### src/verilog/csc_pkg.sv
// How it works
// - status bit 7 shows die thermal regulation
// - status bit 6 shows power-path current limiting
// - status bit 5 shows battery-temperature charge suspend
// - status bit 4 shows termination current stop
// - status bit 3 shows charging, regulation included
// - status bit 2 shows any safety timer expired
// - status bit 1 shows precharge timer expired
// - status bit 0 shows missing or bad thermistor
// - timer field selects 5h, 6h, 8h; resets 10
// - timers-on bit gates both safety timers
// - curve bit picks 100k or 10k thermistor
// - reset bit holds charger; write 1 then 0
// - termination-off bit blocks current-based stop
// - pause bit freezes both timers, keeping counts
// - charger-on bit enables or fully disables charging
// - status read-only resets zero; control read-write
// - slow timer mode halves rate while limiting
package csc_pkg;
	// register map
	localparam logic [7:0] CSC_STATE_FLAGS_OFS = 8'h03;
	localparam logic [7:0] CSC_CONTROL_OFS     = 8'h04;
	localparam logic [7:0] CSC_STATE_FLAGS_RST = 8'h00;
	localparam logic [7:0] CSC_CONTROL_RST     = 8'hb1;
	localparam logic [7:0] CSC_UNMAPPED_VAL    = 8'h00;
	// status bit positions
	localparam int CSC_ST_HOT   = 7;
	localparam int CSC_ST_LIMIT = 6;
	localparam int CSC_ST_HALT  = 5;
	localparam int CSC_ST_TERM  = 4;
	localparam int CSC_ST_ACT   = 3;
	localparam int CSC_ST_TOUT  = 2;
	localparam int CSC_ST_PTOUT = 1;
	localparam int CSC_ST_TEMP  = 0;
	// control bit positions
	localparam int CSC_CT_SEL_HI = 7;
	localparam int CSC_CT_SEL_LO = 6;
	localparam int CSC_CT_TMR_ON = 5;
	localparam int CSC_CT_CURVE  = 4;
	localparam int CSC_CT_RESET  = 3;
	localparam int CSC_CT_TERMOF = 2;
	localparam int CSC_CT_PAUSE  = 1;
	localparam int CSC_CT_ON     = 0;
	// fast-charge timer codes
	localparam logic [1:0] CSC_SEL_5H = 2'h1;
	localparam logic [1:0] CSC_SEL_6H = 2'h2;
	localparam logic [1:0] CSC_SEL_8H = 2'h3;
	// times in their own units, then seconds
	localparam int CSC_FAST_5H_HOURS = 5;
	localparam int CSC_FAST_6H_HOURS = 6;
	localparam int CSC_FAST_8H_HOURS = 8;
	localparam int CSC_PRE_SHORT_MIN = 30;
	localparam int CSC_PRE_LONG_MIN  = 60;
	localparam int CSC_SEC_PER_HOUR  = 3600;
	localparam int CSC_SEC_PER_MIN   = 60;
	localparam logic [15:0] CSC_FAST_5H_SEC =
		16'(CSC_FAST_5H_HOURS * CSC_SEC_PER_HOUR);
	localparam logic [15:0] CSC_FAST_6H_SEC =
		16'(CSC_FAST_6H_HOURS * CSC_SEC_PER_HOUR);
	localparam logic [15:0] CSC_FAST_8H_SEC =
		16'(CSC_FAST_8H_HOURS * CSC_SEC_PER_HOUR);
	localparam logic [15:0] CSC_PRE_SHORT_SEC =
		16'(CSC_PRE_SHORT_MIN * CSC_SEC_PER_MIN);
	localparam logic [15:0] CSC_PRE_LONG_SEC =
		16'(CSC_PRE_LONG_MIN * CSC_SEC_PER_MIN);
	// clock rate and one-second tick
	localparam int CSC_CLK_HZ      = 40000000;
	localparam int CSC_TICK_SEC    = 1;
	localparam int CSC_SEC_CYC_DEF = CSC_CLK_HZ * CSC_TICK_SEC;
	// charge sequence states, one-hot
	typedef enum logic [4:0] {
		CSC_OFF  = 5'h01,
		CSC_PRE  = 5'h02,
		CSC_FAST = 5'h04,
		CSC_DONE = 5'h08,
		CSC_TOUT = 5'h10
	} csc_chg_e;
	// live conditions from the analog charger core
	typedef struct packed {
		logic thermal_regulating;
		logic power_path_limiting;
		logic thermal_suspend;
		logic term_low;
		logic batt_low;
		logic temp_fault;
	} csc_cond_s;
	// drive towards the analog charger core
	typedef struct packed {
		logic charge_go;
		logic precharge;
		logic curve_10k;
		logic held;
	} csc_drive_s;
	// safety timer state
	typedef struct packed {
		logic [25:0] presc;
		logic        ph;
		logic [15:0] secs;
		logic        expired;
	} csc_tmr_s;
	// register bank state
	typedef struct packed {
		csc_cond_s  s1;
		csc_cond_s  s2;
		logic [7:0] ctrl;
		csc_chg_e   st;
		logic       term_det;
		logic       tout;
		logic       ptout;
		logic [7:0] rdata;
	} csc_main_s;
endpackage

### src/verilog/charger_status_control_regs.sv
`timescale 1ns/100ps
module charger_status_control_regs
	import csc_pkg::*;
#(
	parameter int SEC_CYCLES = CSC_SEC_CYC_DEF
)(
	// clock, reset, enable
	input  wire logic       core_clk,
	input  wire logic       reset,
	input  wire logic       ce,
	// register port from the serial host interface
	input  wire logic [7:0] reg_addr,
	input  wire logic       reg_wr,
	input  wire logic       reg_rd,
	input  wire logic [7:0] reg_wdata,
	output logic      [7:0] reg_rdata,
	// settings held in neighbouring registers
	input  wire logic       slow_timer_mode,
	input  wire logic       precharge_long,
	// conditions from the charger core
	input  wire csc_cond_s  core_cond,
	// drive to the charger core
	output csc_drive_s      core_drive,
	output logic            safety_timers_on,
	output logic            timer_pause
);
	csc_main_s  s_r;       // registered bank state
	csc_main_s  s_nxt;     // next bank state
	logic [7:0] status_w;  // live status word
	logic       active_w;  // charging now
	logic       held_w;    // charger held off
	logic       tmr_run;   // safety timer runs
	logic       tmr_clr;   // safety timer restarts
	logic       tmr_half;  // safety timer at half rate
	logic       tmr_exp;   // safety timer expired
	logic [15:0] limit_w;  // active timer limit
	logic [1:0] sel_w;     // fast-timer code

	// control fields
	assign sel_w = s_r.ctrl[CSC_CT_SEL_HI:CSC_CT_SEL_LO];
	assign safety_timers_on = s_r.ctrl[CSC_CT_TMR_ON];
	assign timer_pause      = s_r.ctrl[CSC_CT_PAUSE];

	// held while reset bit set or charger off
	assign held_w = s_r.ctrl[CSC_CT_RESET]
		| ~s_r.ctrl[CSC_CT_ON];

	// charging covers precharge and fast phases
	assign active_w = ((s_r.st == CSC_PRE) || (s_r.st == CSC_FAST))
		&& !s_r.s2.thermal_suspend;

	// status word assembly
	always_comb
	begin
		status_w = CSC_STATE_FLAGS_RST;
		status_w[CSC_ST_HOT]   = s_r.s2.thermal_regulating;
		status_w[CSC_ST_LIMIT] = s_r.s2.power_path_limiting;
		status_w[CSC_ST_HALT]  = s_r.s2.thermal_suspend;
		status_w[CSC_ST_TERM]  = s_r.term_det;
		status_w[CSC_ST_ACT]   = active_w;
		status_w[CSC_ST_TOUT]  = s_r.tout;
		status_w[CSC_ST_PTOUT] = s_r.ptout;
		status_w[CSC_ST_TEMP]  = s_r.s2.temp_fault;
	end

	// timer limit: precharge or selected fast-charge time
	always_comb
	begin
		if (s_r.st == CSC_PRE)
			limit_w = precharge_long ? CSC_PRE_LONG_SEC : CSC_PRE_SHORT_SEC;
		else if (sel_w == CSC_SEL_8H)
			limit_w = CSC_FAST_8H_SEC;
		else if (sel_w == CSC_SEL_6H)
			limit_w = CSC_FAST_6H_SEC;
		else
			limit_w = CSC_FAST_5H_SEC;
	end

	// timer steering
	assign tmr_run = active_w
		&& safety_timers_on
		&& !timer_pause;
	assign tmr_clr = (s_r.st == CSC_OFF)
		|| ((s_r.st == CSC_PRE) && !s_r.s2.batt_low);
	assign tmr_half = slow_timer_mode
		&& (s_r.s2.thermal_regulating
		|| s_r.s2.power_path_limiting);

	// shared precharge / fast-charge safety timer
	csc_safety_timer #(
		.SEC_CYCLES (SEC_CYCLES)
	) u_timer (
		.core_clk  (core_clk),
		.reset     (reset),
		.ce        (ce),
		.clr       (tmr_clr),
		.run       (tmr_run),
		.half_rate (tmr_half),
		.limit_sec (limit_w),
		.expired   (tmr_exp)
	);

	// next state: sync, registers, charge sequence, read data
	always_comb
	begin
		s_nxt = s_r;
		// two-stage condition synchroniser
		s_nxt.s1 = core_cond;
		s_nxt.s2 = s_r.s1;
		// control write; status writes are ignored
		if (reg_wr && (reg_addr == CSC_CONTROL_OFS))
			s_nxt.ctrl = reg_wdata;
		// read returns the word at the read edge
		if (reg_rd)
		begin
			if (reg_addr == CSC_STATE_FLAGS_OFS)
				s_nxt.rdata = status_w;
			else if (reg_addr == CSC_CONTROL_OFS)
				s_nxt.rdata = s_r.ctrl;
			else
				s_nxt.rdata = CSC_UNMAPPED_VAL;
		end
		// charge sequence
		if (held_w)
		begin
			// held: clear results, restart later
			s_nxt.st       = CSC_OFF;
			s_nxt.term_det = 1'b0;
			s_nxt.tout     = 1'b0;
			s_nxt.ptout    = 1'b0;
		end
		else
		begin
			case (s_r.st)
				CSC_OFF:
				begin
					// pick starting phase from battery voltage
					s_nxt.st = s_r.s2.batt_low ? CSC_PRE : CSC_FAST;
				end
				CSC_PRE:
				begin
					if (tmr_exp)
					begin
						// precharge ran out
						s_nxt.st    = CSC_TOUT;
						s_nxt.tout  = 1'b1;
						s_nxt.ptout = 1'b1;
					end
					else if (!s_r.s2.batt_low)
						s_nxt.st = CSC_FAST;
				end
				CSC_FAST:
				begin
					if (tmr_exp)
					begin
						// fast-charge timer ran out
						s_nxt.st   = CSC_TOUT;
						s_nxt.tout = 1'b1;
					end
					else if (s_r.s2.term_low
						&& !s_r.ctrl[CSC_CT_TERMOF])
					begin
						// current fell through threshold
						s_nxt.st       = CSC_DONE;
						s_nxt.term_det = 1'b1;
					end
				end
				CSC_DONE:
				begin
					// stays stopped until reset or disable
					s_nxt.st = CSC_DONE;
				end
				CSC_TOUT:
				begin
					// stays terminated until reset or disable
					s_nxt.st = CSC_TOUT;
				end
				default:
				begin
					s_nxt.st = CSC_OFF;
				end
			endcase
		end
	end

	// state register; all state frozen while ce is low
	always_ff @(posedge core_clk)
	begin
		if (reset)
		begin
			s_r       <= '0;
			s_r.st    <= CSC_OFF;
			s_r.ctrl  <= CSC_CONTROL_RST;
			s_r.rdata <= CSC_STATE_FLAGS_RST;
		end
		else if (ce)
			s_r <= s_nxt;
	end

	// outputs from registered state
	assign reg_rdata = s_r.rdata;
	always_comb
	begin
		core_drive.charge_go = active_w;
		core_drive.precharge = (s_r.st == CSC_PRE);
		core_drive.curve_10k = s_r.ctrl[CSC_CT_CURVE];
		core_drive.held      = s_r.ctrl[CSC_CT_RESET];
	end

	// read, sync, write, hold-off, sequence and timer checks
	property p_heat_read;
		@(posedge core_clk) disable iff (reset)
		(ce && reg_rd && reg_addr == CSC_STATE_FLAGS_OFS)
			|=> reg_rdata[CSC_ST_HOT] == $past(s_r.s2.thermal_regulating);
	endproperty
	a_heat_read: assert property (p_heat_read)
		else $error("thermal regulation bit misread");

	property p_temp_read;
		@(posedge core_clk) disable iff (reset)
		(ce && reg_rd && reg_addr == CSC_STATE_FLAGS_OFS)
			|=> reg_rdata[CSC_ST_TEMP] == $past(s_r.s2.temp_fault);
	endproperty
	a_temp_read: assert property (p_temp_read)
		else $error("temperature fault bit misread");

	property p_sync;
		@(posedge core_clk) disable iff (reset)
		(ce && !reset) ##1 (ce && !reset)
			|=> s_r.s2 == $past(core_cond, 2);
	endproperty
	a_sync: assert property (p_sync)
		else $error("condition not two cycles behind input");

	property p_ctrl_write;
		@(posedge core_clk) disable iff (reset)
		(ce && reg_wr && reg_addr == CSC_CONTROL_OFS)
			|=> s_r.ctrl == $past(reg_wdata);
	endproperty
	a_ctrl_write: assert property (p_ctrl_write)
		else $error("control write not stored");

	property p_held;
		@(posedge core_clk) disable iff (reset)
		(ce && held_w) |=> (s_r.st == CSC_OFF) && !active_w && !s_r.tout;
	endproperty
	a_held: assert property (p_held)
		else $error("charger not held off");

	property p_off;
		@(posedge core_clk) disable iff (reset)
		(ce && !s_r.ctrl[CSC_CT_ON]) |=> !core_drive.charge_go;
	endproperty
	a_off: assert property (p_off)
		else $error("charging while disabled");

	property p_no_term;
		@(posedge core_clk) disable iff (reset)
		(ce && s_r.ctrl[CSC_CT_TERMOF] && s_r.st == CSC_FAST)
			|=> s_r.st != CSC_DONE;
	endproperty
	a_no_term: assert property (p_no_term)
		else $error("current termination while suppressed");

	property p_active;
		@(posedge core_clk) disable iff (reset)
		(s_r.st == CSC_FAST && !s_r.s2.thermal_suspend)
			|-> status_w[CSC_ST_ACT];
	endproperty
	a_active: assert property (p_active)
		else $error("active bit low while fast charging");

	property p_timer_gate;
		@(posedge core_clk) disable iff (reset)
		(ce && !tmr_clr && !safety_timers_on) |=> $stable(u_timer.s_r);
	endproperty
	a_timer_gate: assert property (p_timer_gate)
		else $error("timer runs while disabled");

	property p_sel_8h;
		@(posedge core_clk) disable iff (reset)
		(s_r.st == CSC_FAST && sel_w == CSC_SEL_8H)
			|-> limit_w == CSC_FAST_8H_SEC;
	endproperty
	a_sel_8h: assert property (p_sel_8h)
		else $error("wrong fast timer limit");

	// a write to the status place must not reach control
	property p_status_ro;
		@(posedge core_clk) disable iff (reset)
		(ce && reg_wr && reg_addr == CSC_STATE_FLAGS_OFS)
			|=> $stable(s_r.ctrl);
	endproperty
	a_status_ro: assert property (p_status_ro)
		else $error("status write changed control");

	// a precharge timeout is also a charge timeout
	property p_ptout_tout;
		@(posedge core_clk) disable iff (reset)
		s_r.ptout |-> s_r.tout;
	endproperty
	a_ptout_tout: assert property (p_ptout_tout)
		else $error("precharge timeout without charge timeout");

	// main scenarios reached
	c_done: cover property (@(posedge core_clk) s_r.st == CSC_DONE);
	c_pause: cover property (@(posedge core_clk) timer_pause && active_w);
	c_half: cover property (@(posedge core_clk) tmr_half && tmr_run);
	c_tout: cover property (@(posedge core_clk) s_r.ptout);
	c_read: cover property (@(posedge core_clk)
		reg_rd && reg_addr == CSC_STATE_FLAGS_OFS);
endmodule

### src/verilog/csc_safety_timer.sv
`timescale 1ns/100ps
module csc_safety_timer
	import csc_pkg::*;
#(
	parameter int SEC_CYCLES = CSC_SEC_CYC_DEF
)(
	// clock and control
	input  wire logic        core_clk,
	input  wire logic        reset,
	input  wire logic        ce,
	// timer control
	input  wire logic        clr,
	input  wire logic        run,
	input  wire logic        half_rate,
	input  wire logic [15:0] limit_sec,
	// result
	output logic             expired
);
	localparam logic [25:0] PRESC_TOP = 26'(SEC_CYCLES - 1);

	csc_tmr_s s_r;   // registered timer state
	csc_tmr_s s_nxt; // next timer state

	// prescaler and seconds counter
	always_comb
	begin
		s_nxt = s_r;
		if (clr)
		begin
			// restart from zero
			s_nxt = '0;
		end
		else if (run && !s_r.expired)
		begin
			// half rate lets every second cycle through
			s_nxt.ph = ~s_r.ph;
			if (!half_rate || s_r.ph)
			begin
				if (s_r.presc == PRESC_TOP)
				begin
					s_nxt.presc = '0;
					s_nxt.secs  = s_r.secs + 16'h1;
					if (s_r.secs + 16'h1 >= limit_sec)
						s_nxt.expired = 1'b1;
				end
				else
					s_nxt.presc = s_r.presc + 26'h1;
			end
		end
		// otherwise paused: counts held
	end

	// state register
	always_ff @(posedge core_clk)
	begin
		if (reset)
			s_r <= '0;
		else if (ce)
			s_r <= s_nxt;
	end

	assign expired = s_r.expired;

	property p_pause_hold;
		@(posedge core_clk) disable iff (reset)
		(ce && !run && !clr) |=> ($stable(s_r.secs) && $stable(s_r.presc));
	endproperty
	a_pause_hold: assert property (p_pause_hold)
		else $error("timer moved while not running");

	property p_half_rate;
		@(posedge core_clk) disable iff (reset)
		(ce && run && half_rate && !clr && !s_r.ph && !s_r.expired)
			|=> $stable(s_r.presc);
	endproperty
	a_half_rate: assert property (p_half_rate)
		else $error("prescaler advanced on skipped half-rate cycle");
endmodule

### config.mk
export PLATFORM = sky130hd
export DESIGN_NAME = charger_status_control_regs
export DESIGN_NICKNAME = d
export VERILOG_FILES = /design/src/verilog/csc_pkg.sv /design/src/verilog/charger_status_control_regs.sv /design/src/verilog/csc_safety_timer.sv
export SDC_FILE = /design/constraint.sdc
export NUM_CORES = 1
export LEC_CHECK = 0
export ABC_AREA = 1
export CORE_MARGIN = 2
export CORE_UTILIZATION = 58
export DETAILED_ROUTE_END_ITERATION = 12
export DONT_BUFFER_PORTS = 1
export PLACE_DENSITY = 0.74
export SYNTH_ARGS = -nofsm -noshare
export SYNTH_HDL_FRONTEND = slang
export SYNTH_SLANG_ARGS = --single-unit
### constraint.sdc
create_clock -name core_clk -period 2.1 [get_ports core_clk]
set_input_delay 0.42 -clock core_clk [delete_from_list [all_inputs] [get_ports core_clk]]
set_output_delay 0.42 -clock core_clk [all_outputs]
set_load 0.01 [all_outputs]
== Word level (Yosys, flattened, before mapping) ==
Cells that the tools add are included.
Cells by class
  add/sub/neg operators: 2
  order comparisons: 1
  equality and inequality tests: 15
  muxes and demuxes: 26
  bitwise operators: 3
  reduce and logical (&&, ||, !) cells: 37
Operator list (number)
  2-to-1 mux 44 bit: 2
  2-to-1 mux 26 bit: 2
  2-to-1 mux 17 bit: 2
  adder 26 x 1 -> 26 bit, second input constant: 1
  equality test 26 bit, second input constant: 1
  case mux 5 bit (5 select lines): 1
  2-to-1 mux 8 bit: 3
  adder 16 x 1 -> 16 bit, second input constant: 1
  >= comparator 16 x 15 -> 1 bit: 1
  nonzero test 2 bit: 8
  2-to-1 mux 15 bit: 1
  2-to-1 mux 5 bit: 3
  2-to-1 mux 14 bit: 1
  2-to-1 mux 13 bit: 1
  2-to-1 mux 12 bit: 1
  AND reduction 4 bit: 3
  AND reduction 3 bit: 3
  equality test 8 x 2 -> 1 bit, second input constant: 1
  equality test 8 x 3 -> 1 bit, second input constant: 1
  logical AND 1 bit: 8
  inequality test 4 x 2 -> 1 bit, second input constant: 2
  zero test 1 bit: 6
  2-to-1 mux 6 bit: 1
  AND reduction 2 bit: 3
  18 further kinds: 27
Word-level totals
  register bits after elaboration: 80
  bits of input ports: 29
  output and inout port bits: 14
  logic and storage cells: 106

== Longest topological paths before layout ==
Gate-level depths: netlist of the first run.
  depth after elaboration: 10
  depth in mapped cells: 19
  mapped depth without buffers: 19

== By module ==
From an unflattened synthesis of the first run, not the netlist that was laid out.
Unflattened totals
  cell total of the unflattened synthesis: 710
  area total of the unflattened synthesis: 4829.6 µm²
Modules (own cells, without submodules)
  csc_safety_timer: instances 1, cells each 428, area each 2874.0 µm², seq. area each 880.8 µm²
  charger_status_control_regs: instances 1, cells each 282, area each 1955.6 µm², seq. area each 720.7 µm²

== Least setup slack after synthesis of the first run ==
Ideal clock, no wire load.
  path type: register to register
  from: reg u_timer.s_r[1] (netlist name)
  to: reg u_timer.s_r (netlist bit u_timer.expired)
  setup time: 0.117 ns
  arrival: 2.109 ns
  data required time: 1.983 ns
  path slack: -0.127 ns
  stages on the path, launching flop included: 17
  buffers on the path: 0
  clock period less this slack: 2.227 ns
  path through: dfxtp_1 ha_1 nand3_1 nor2_1 nand4_1 nor2_1 xor2_1 inv_1 ha_1 nand2_1 inv_1 nand4_1 nor2_1 nor2_1 nand2_1 nand2_1 a21oi_1
On the way
  cells in the longest elaborated chain, start to end: 4
RTL lines
  from (decl): RTL line csc_safety_timer.sv:21  | csc_tmr_s s_r;
  from (signal assigned): RTL line csc_safety_timer.sv:59  | s_r <= s_nxt;
  adder 16 x 1 -> 16 bit: RTL line csc_safety_timer.sv:43  | if (s_r.secs + 16'h1 >= limit_sec)
  >= comparator 16 x 15 -> 1 bit: RTL line csc_safety_timer.sv:43
  nonzero test 2 bit (no source line)
  AND reduction 5 bit (no source line)
No other way between the ends.
A chain may end at the register's enable or synchronous reset.

== Worst setup path after layout of the first run ==
Ends and elaborated chain as after synthesis.

==> results of run 1 <==
## stage by stage
stage                     cells  power, uW  setup slack [ns]  hold slack, ns
after global routing        876       3670            -0.376           0.114
after detailed placement    834       2180           -0.0869           0.457
after CTS                   858       3340           -0.0810           0.123
after global placement      834       2160           -0.0245           0.446
final                       876       3530            -0.117           0.120
after floorplan             708       2070           0.00588           0.429
## Yosys cell counts (13+ instances only)
| library cell | count | share of area, % |
|---|---|---|
| nand2_1 | 176 | 14 |
| nor2_1 | 100 | 7.9 |
| dfxtp_1 | 80 | 34 |
| inv_1 | 70 | 5.5 |
| nand3_1 | 41 | 4.3 |
| a21oi_1 | 36 | 3.8 |
| o21ai_0 | 27 | 2.8 |
| xor2_1 | 22 | 4.0 |
| nor3_1 | 15 | 1.6 |
| ha_1 | 13 | 3.4 |
| nand4_1 | 13 | 1.7 |
| o21ai_1 | 13 | 1.4 |
## flip-flops by register name, indices dropped and copies added (netlist names)
signal            cells
u_timer.s_r          43
s_nxt                 6
reg_rdata             8
timer_pause           1
safety_timers_on      1
core_drive            2
s_r                  18
u_timer.expired       1
## cells by family (layout without fill, tap and decap cells)
logic type / count (synthesis) / in the layout / synth area share, %
AO/OA/AOI/OAI: 99 / 99 / 11.7
AND/OR/NAND/NOR: 378 / 378 / 35.2
flip-flops: 80 / 80 / 33.6
XOR/XNOR: 27 / 27 / 4.97
buffers and inverters: 111 / 174 / 11.0
adder cells (fa/ha/maj): 13 / 13 / 3.42
## final cells by class
cell class	count	area (um2)	area share, %
multi-input cells	517	3050	50.5
flip-flops and latches	80	1610	26.7
repair buffers	82	753	12.5
inverters	77	299	4.95
well taps	105	131	2.17
clock buffers	9	124	2.05
clock inverters	6	67.6	1.12
## power by group through the flow
| stage | Sequential [uW] | Combinational (uW) | Clock [uW] |
|---|---|---|---|
| after global routing | 1650 | 808 | 1220 |
| after floorplan | 1660 | 408 | 0 |
| after CTS | 1630 | 542 | 1170 |
| after detailed placement | 1670 | 512 | 0 |
| final | 1640 | 741 | 1150 |
| after global placement | 1660 | 496 | 0 |
## how the worst max path moves through the flow
stage | start | end | slack, ns
5_1_grt | u_timer.s_r[1] | u_timer.expired | -0.38
3_3_place_gp | u_timer.s_r[2] | u_timer.expired | -0.02
6_report | u_timer.s_r[1] | u_timer.expired | -0.12
4_1_cts | u_timer.s_r[1] | u_timer.expired | -0.08
3_5_place_dp | u_timer.s_r[6] | u_timer.expired | -0.09
2_1_floorplan | u_timer.s_r[4] | u_timer.expired | 0.006
## routing by layer
metal,GRT usage [%],wire length (um),vias up
li1,-,-,2407
met1,36.0,5730,2293
met2,48.5,6610,173
met3,4.15,756,24
met4,9.18,211,0
met5,0,0,-
## layout by cell type (no fill, tap or decap), types with 3 or more instances in the layout
master,n
nand2_1,143
nor2_1,90
dfxtp_1,74
inv_1,65
buf_4,65
nand3_1,34
nand2_2,28
o21ai_0,27
xor2_1,22
a21oi_1,19
a21oi_2,16
nor3_1,14
nand4_1,13
nand2_4,11
nor2_4,10
ha_1,10
nor4_1,9
o211ai_1,9
clkbuf_8,9
inv_2,8
buf_6,8
o21ai_2,7
o21ai_1,7
nor2_2,6
nor3b_1,6
xnor2_1,5
nand3_2,4
buf_12,4
dfxtp_2,4
nand3_4,3
a31oi_1,3
inv_6,3
ha_4,3
buf_8,3
## timing repair
| item | CTS | global route |
|---|---|---|
| pin swaps | 16 | 42 |
| setup buffers | 9 | 16 |
| gates cloned | 0 | 2 |
| resized for setup | 8 | 113 |
| endpoints found under the setup margin | 23 | 41 |
==> flow_metrics.env, run 1 <==
export IMPL_rsz0062_at_grt="true"
export IMPL_crit_type="reg2reg"
export IMPL_finalMaxSlewViolations=0
export IMPL_fin_area_um2=6040
export IMPL_viasPerCell=5.59
export IMPL_vdd_drop_max_uv=487
export IMPL_setup_viol=41
export IMPL_synth_edf_count=0
export IMPL_async_flop_share_pct=0
export IMPL_clock_sinks=80
export IMPL_fin_crit_ns=2.22
export IMPL_area_growth_syn_to_layout_pct=26.9
export IMPL_ios=43
export IMPL_drc=0
export IMPL_synth_main_ff_cell="dfxtp_1"
export IMPL_crit_slowest_cell="dfxtp_4"
export IMPL_cp_num_cells=16
export IMPL_grt_usage_pct=28.1
export IMPL_synthDistinctLibCells=40
export IMPL_holdBufCountCts=0
export IMPL_insertion_delay_ns=0.35
export IMPL_path_cells="ha_4 > nand3_4 > nor2_4 > nand4_1 > nor2_1 > xor2_1 > inv_1 > ha_4 > nand2_2 > inv_2 > nand4_1 > nor2_1 > nor2_1 > nand2_1 > nand2_1 > a21oi_1"
export IMPL_start_util_pct=58.8
export IMPL_synth_area_um2=4760
export IMPL_drt_initial_drc_count=254
export IMPL_combPwrFrac_pct=21.0
export IMPL_power_leakage_uw=0.00253
export IMPL_ys_warn_count=0
export IMPL_synth_avg_cell_area_um2=6.72
export IMPL_fin_setup_tns_ns=-2.87
export IMPL_rrSetupSlack_ns=-0.12
export IMPL_rr_startpoint="u_timer.s_r[1]"
export IMPL_cts_tree="yes"
export IMPL_cts_root_buf="clkbuf_8"
export IMPL_ys_seq_area_share_pct=33.6
export IMPL_p_sw_share_pct=30.8
export IMPL_share_seq_of_total_power_pct=46.3
export IMPL_cts_buffers=9
export IMPL_rows=33
export IMPL_drtPass1Iterations=5
export IMPL_power_frac_clock_pct=32.7
export IMPL_crit_path_end_kind="register"
export IMPL_die_x_um=94.6
export IMPL_netlist_instances=708
export IMPL_place_hpwl_mm=8.86
export IMPL_internal_power_uw=2440
export IMPL_power_switching_uw=1090
export IMPL_htree_levels=3
export IMPL_antenna_left=0
export IMPL_coreArea_um2=8090
export IMPL_run_status="complete, but fails checks"
export IMPL_hold_start="reset"
export IMPL_die_h_um=94.6
export IMPL_cp_arrival_ns=2.51
export IMPL_startpoint_type="register"
export IMPL_grt_pass1_wl_mm=20.1
export IMPL_violations="setup timing"
export IMPL_path_buf_inv=2
export IMPL_clock_skew_ns=0.0156
export IMPL_grt_pass1_vias=4458
export IMPL_n_fill_cell=619
export IMPL_holdPathStages=1
export IMPL_syn_nets=750
export IMPL_powerDensity_nw_per_um2=584
export IMPL_r2r_cells=16
export IMPL_post_drt_wl_per_cell_um=15.2
export IMPL_hold_end="s_r[14]"
export IMPL_final_util_pct=74.7
export IMPL_worstHoldPathType="in2reg"
export IMPL_cpLargestDelayFamily="simple AND/OR/NAND/NOR gates"
export IMPL_crit_fanout=3
export IMPL_grt_max_degree=38
export IMPL_crit_required_ns=2.39
export IMPL_die_area_um2=8950
export IMPL_vias=4897
export IMPL_antenna_found_initial=0
export IMPL_final_hold_viol_count=0
export IMPL_synth_seq_cells=80
export IMPL_max_freq_ghz=0.451
export IMPL_portBuffers=0
export IMPL_drive_gt1_share_pct=27.5
export IMPL_grt_overflow=0
export IMPL_worst_slew_pin_transition_ns=0.505
export IMPL_clkTransAtPathRegs_ns=0.09
export IMPL_nets=809
export IMPL_gp_congestion=0.928
export IMPL_maxSlewHeadroom_pct=66.0
export IMPL_cp_slowest_stage_delay_ns=0.38
export IMPL_fin_ws_ns=-0.117
export IMPL_clk_path_buf_depth=2
export IMPL_crit_top_cell="nor2_1"
export IMPL_diodes=0
export IMPL_finalCritPeriodShare_pct=106
export IMPL_routed_wl_mm=13.3
export IMPL_place_area_um2=5130
export IMPL_worstReg2RegEnd="u_timer.expired"
export IMPL_cap_violations=0
(Power assumes the default switching activity.)
==> run 2: changes to the inputs <==
--- a/config.mk
+++ b/config.mk
@@ -11,6 +11,7 @@
 export DETAILED_ROUTE_END_ITERATION = 12
 export DONT_BUFFER_PORTS = 1
 export PLACE_DENSITY = 0.74
+export RECOVER_POWER = 100
 export SYNTH_ARGS = -nofsm -noshare
 export SYNTH_HDL_FRONTEND = slang
 export SYNTH_SLANG_ARGS = --single-unit
==> run 2 against run 1 <==
Compared with the run above:
- the flow still finishes with violations (setup timing)
- setup slack lost 0.0052 ns
- register-to-register slack barely moved
- routed wire length is 0.17% lower
- non-clock buffer count did not move
- worst hold slack gained 0.00052 ns
- global-route usage stayed put
- design area down 0.37%
- largest cell class unchanged
==> flow_metrics.env, run 2 (same netlist as run 1, synthesis figures left out) <==
export IMPL_grt_max_degree=38
export IMPL_largest_register="u_timer.s_r"
export IMPL_diodes=0
export IMPL_cts_buffers=9
export IMPL_ios=43
export IMPL_holdPathStages=1
export IMPL_rr_startpoint="s_r[14]"
export IMPL_fin_setup_tns_ns=-3.06
export IMPL_hold_end="s_r[14]"
export IMPL_final_hold_viol_count=0
export IMPL_portBuffers=0
export IMPL_place_ws_ns=-0.0869
export IMPL_cts_tree="yes"
export IMPL_grt_overflow=0
export IMPL_grt_pass1_vias=4458
export IMPL_crit_type="reg2reg"
export IMPL_worstHoldPathType="in2reg"
export IMPL_cp_arrival_ns=2.47
export IMPL_post_drt_wl_per_cell_um=15.2
export IMPL_crit_path_end_kind="register"
export IMPL_clock_sinks=80
export IMPL_fin_ws_ns=-0.122
export IMPL_crit_fanout=5
export IMPL_r2r_cells=15
export IMPL_place_hpwl_mm=8.86
export IMPL_grt_pass1_wl_mm=20.1
export IMPL_worst_slew_pin_transition_ns=0.627
export IMPL_clk_path_buf_depth=2
export IMPL_fin_crit_ns=2.22
export IMPL_startpoint_type="register"
export IMPL_grt_usage_pct=28.1
export IMPL_place_area_um2=5130
export IMPL_rows=33
export IMPL_antenna_left=0
export IMPL_rrSetupSlack_ns=-0.12
export IMPL_holdBufCountCts=0
export IMPL_gp_congestion=0.928
export IMPL_combPwrFrac_pct=20.9
export IMPL_vias=4882
export IMPL_coreArea_um2=8090
export IMPL_fin_area_um2=6020
export IMPL_finalMaxSlewViolations=0
export IMPL_clkTransAtPathRegs_ns=0.09
export IMPL_finalCritPeriodShare_pct=106
export IMPL_drive_gt1_share_pct=26.8
export IMPL_mostFrequentLayoutCell="nand2_1"
export IMPL_crit_required_ns=2.34
export IMPL_violations="setup timing"
export IMPL_setup_viol=42
export IMPL_hold_start="reset"
export IMPL_htree_levels=3
export IMPL_internal_power_uw=2440
export IMPL_routed_wl_mm=13.3
export IMPL_insertion_delay_ns=0.35
export IMPL_max_freq_ghz=0.450
export IMPL_powerDensity_nw_per_um2=585
export IMPL_area_growth_syn_to_layout_pct=26.5
export IMPL_run_status="complete, but fails checks"
export IMPL_power_frac_clock_pct=32.7
export IMPL_drtPass1Iterations=5
export IMPL_antenna_found_initial=0
export IMPL_viasPerCell=5.57
export IMPL_die_x_um=94.6
export IMPL_p_sw_share_pct=30.7
export IMPL_cap_violations=0
export IMPL_die_h_um=94.6
export IMPL_nets=809
export IMPL_vdd_drop_max_uv=487
export IMPL_maxSlewHeadroom_pct=57.9
export IMPL_die_area_um2=8950
export IMPL_worstReg2RegEnd="u_timer.s_r[14]"
export IMPL_start_util_pct=58.8
export IMPL_drc=0
export IMPL_share_seq_of_total_power_pct=46.4
export IMPL_cts_root_buf="clkbuf_8"
export IMPL_rsz0062_at_grt="true"
export IMPL_drt_initial_drc_count=268
export IMPL_power_switching_uw=1080
export IMPL_final_cell_mix="143 x nand2_1, 91 x nor2_1, 74 x dfxtp_1, 65 x inv_1, 63 x buf_4"
export IMPL_clock_skew_ns=0.0182
export IMPL_power_leakage_uw=0.00252
export IMPL_largest_register_ffs=43
run 2: worst max-delay path by stage:
stage	from	end	slack [ns]	depth (start not counted)
after global placement	u_timer.s_r[2]	u_timer.expired	-0.02	16
after floorplan	u_timer.s_r[4]	u_timer.expired	0.006	15
after CTS	u_timer.s_r[1]	u_timer.expired	-0.08	15
after global routing	u_timer.s_r[1]	u_timer.expired	-0.38	16
final	s_r[14]	u_timer.s_r[14]	-0.12	15
after detailed placement	u_timer.s_r[6]	u_timer.expired	-0.09	15
run 2: worst max-delay path, cell delays in order (launching register included):
cell and delay, ns:
dfxtp_2 0.35, nor2_4 0.15, nand4_4 0.15, inv_4 0.11, buf_6 0.10, buf_6 0.09, nand2_4 0.05, nand2_4 0.12
nor2_4 0.04, o211ai_1 0.19, nand2_4 0.16, nor2_8 0.22, nor2_4 0.10, clkbuf_16 0.18, nand2_2 0.07, o21ai_2 0.05
run 2: final cells by class:
type                            count  area, um2
Sequential cell                    80       1610
Clock buffer                        9        124
Inverter                           77        299
Tap cell                          105        131
Timing Repair Buffer               82        746
Clock inverter                      6       67.6
Fill cell                         628       2070
Multi-Input combinational cell    517       3040
run 2: repair_timing:
action | 4_1_cts | 5_1_grt
resized for setup | 8 | 113
endpoints found under the setup margin | 23 | 41
pin swaps | 16 | 42
buffers inserted | 9 | 16
gates cloned | 0 | 2
run 2: routing by layer:
metal | share of wire (%) | track usage, %
met3 | 5.7 | 4.15
met4 | 1.6 | 9.18
met2 | 50 | 48.5
met1 | 43 | 36.0
met5 | 0 | 0
run 2: power groups by stage:
stage | clock, uW | sequential [uW] | combinational [uW]
4_1_cts | 1170 | 1630 | 542
2_1_floorplan | 0 | 1660 | 408
6_report | 1150 | 1640 | 736
3_5_place_dp | 0 | 1670 | 512
3_3_place_gp | 0 | 1660 | 496
5_1_grt | 1220 | 1650 | 803
run 2: metrics by stage:
step	instances	hold slack, ns	util (%)	power, uW
4_1_cts	858	0.123	67.2	3340
3_5_place_dp	834	0.457	63.5	2180
3_3_place_gp	834	0.446	63.5	2160
5_1_grt	876	0.114	74.4	3670
2_1_floorplan	708	0.429	-	2070
6_report	876	0.121	74.4	3520
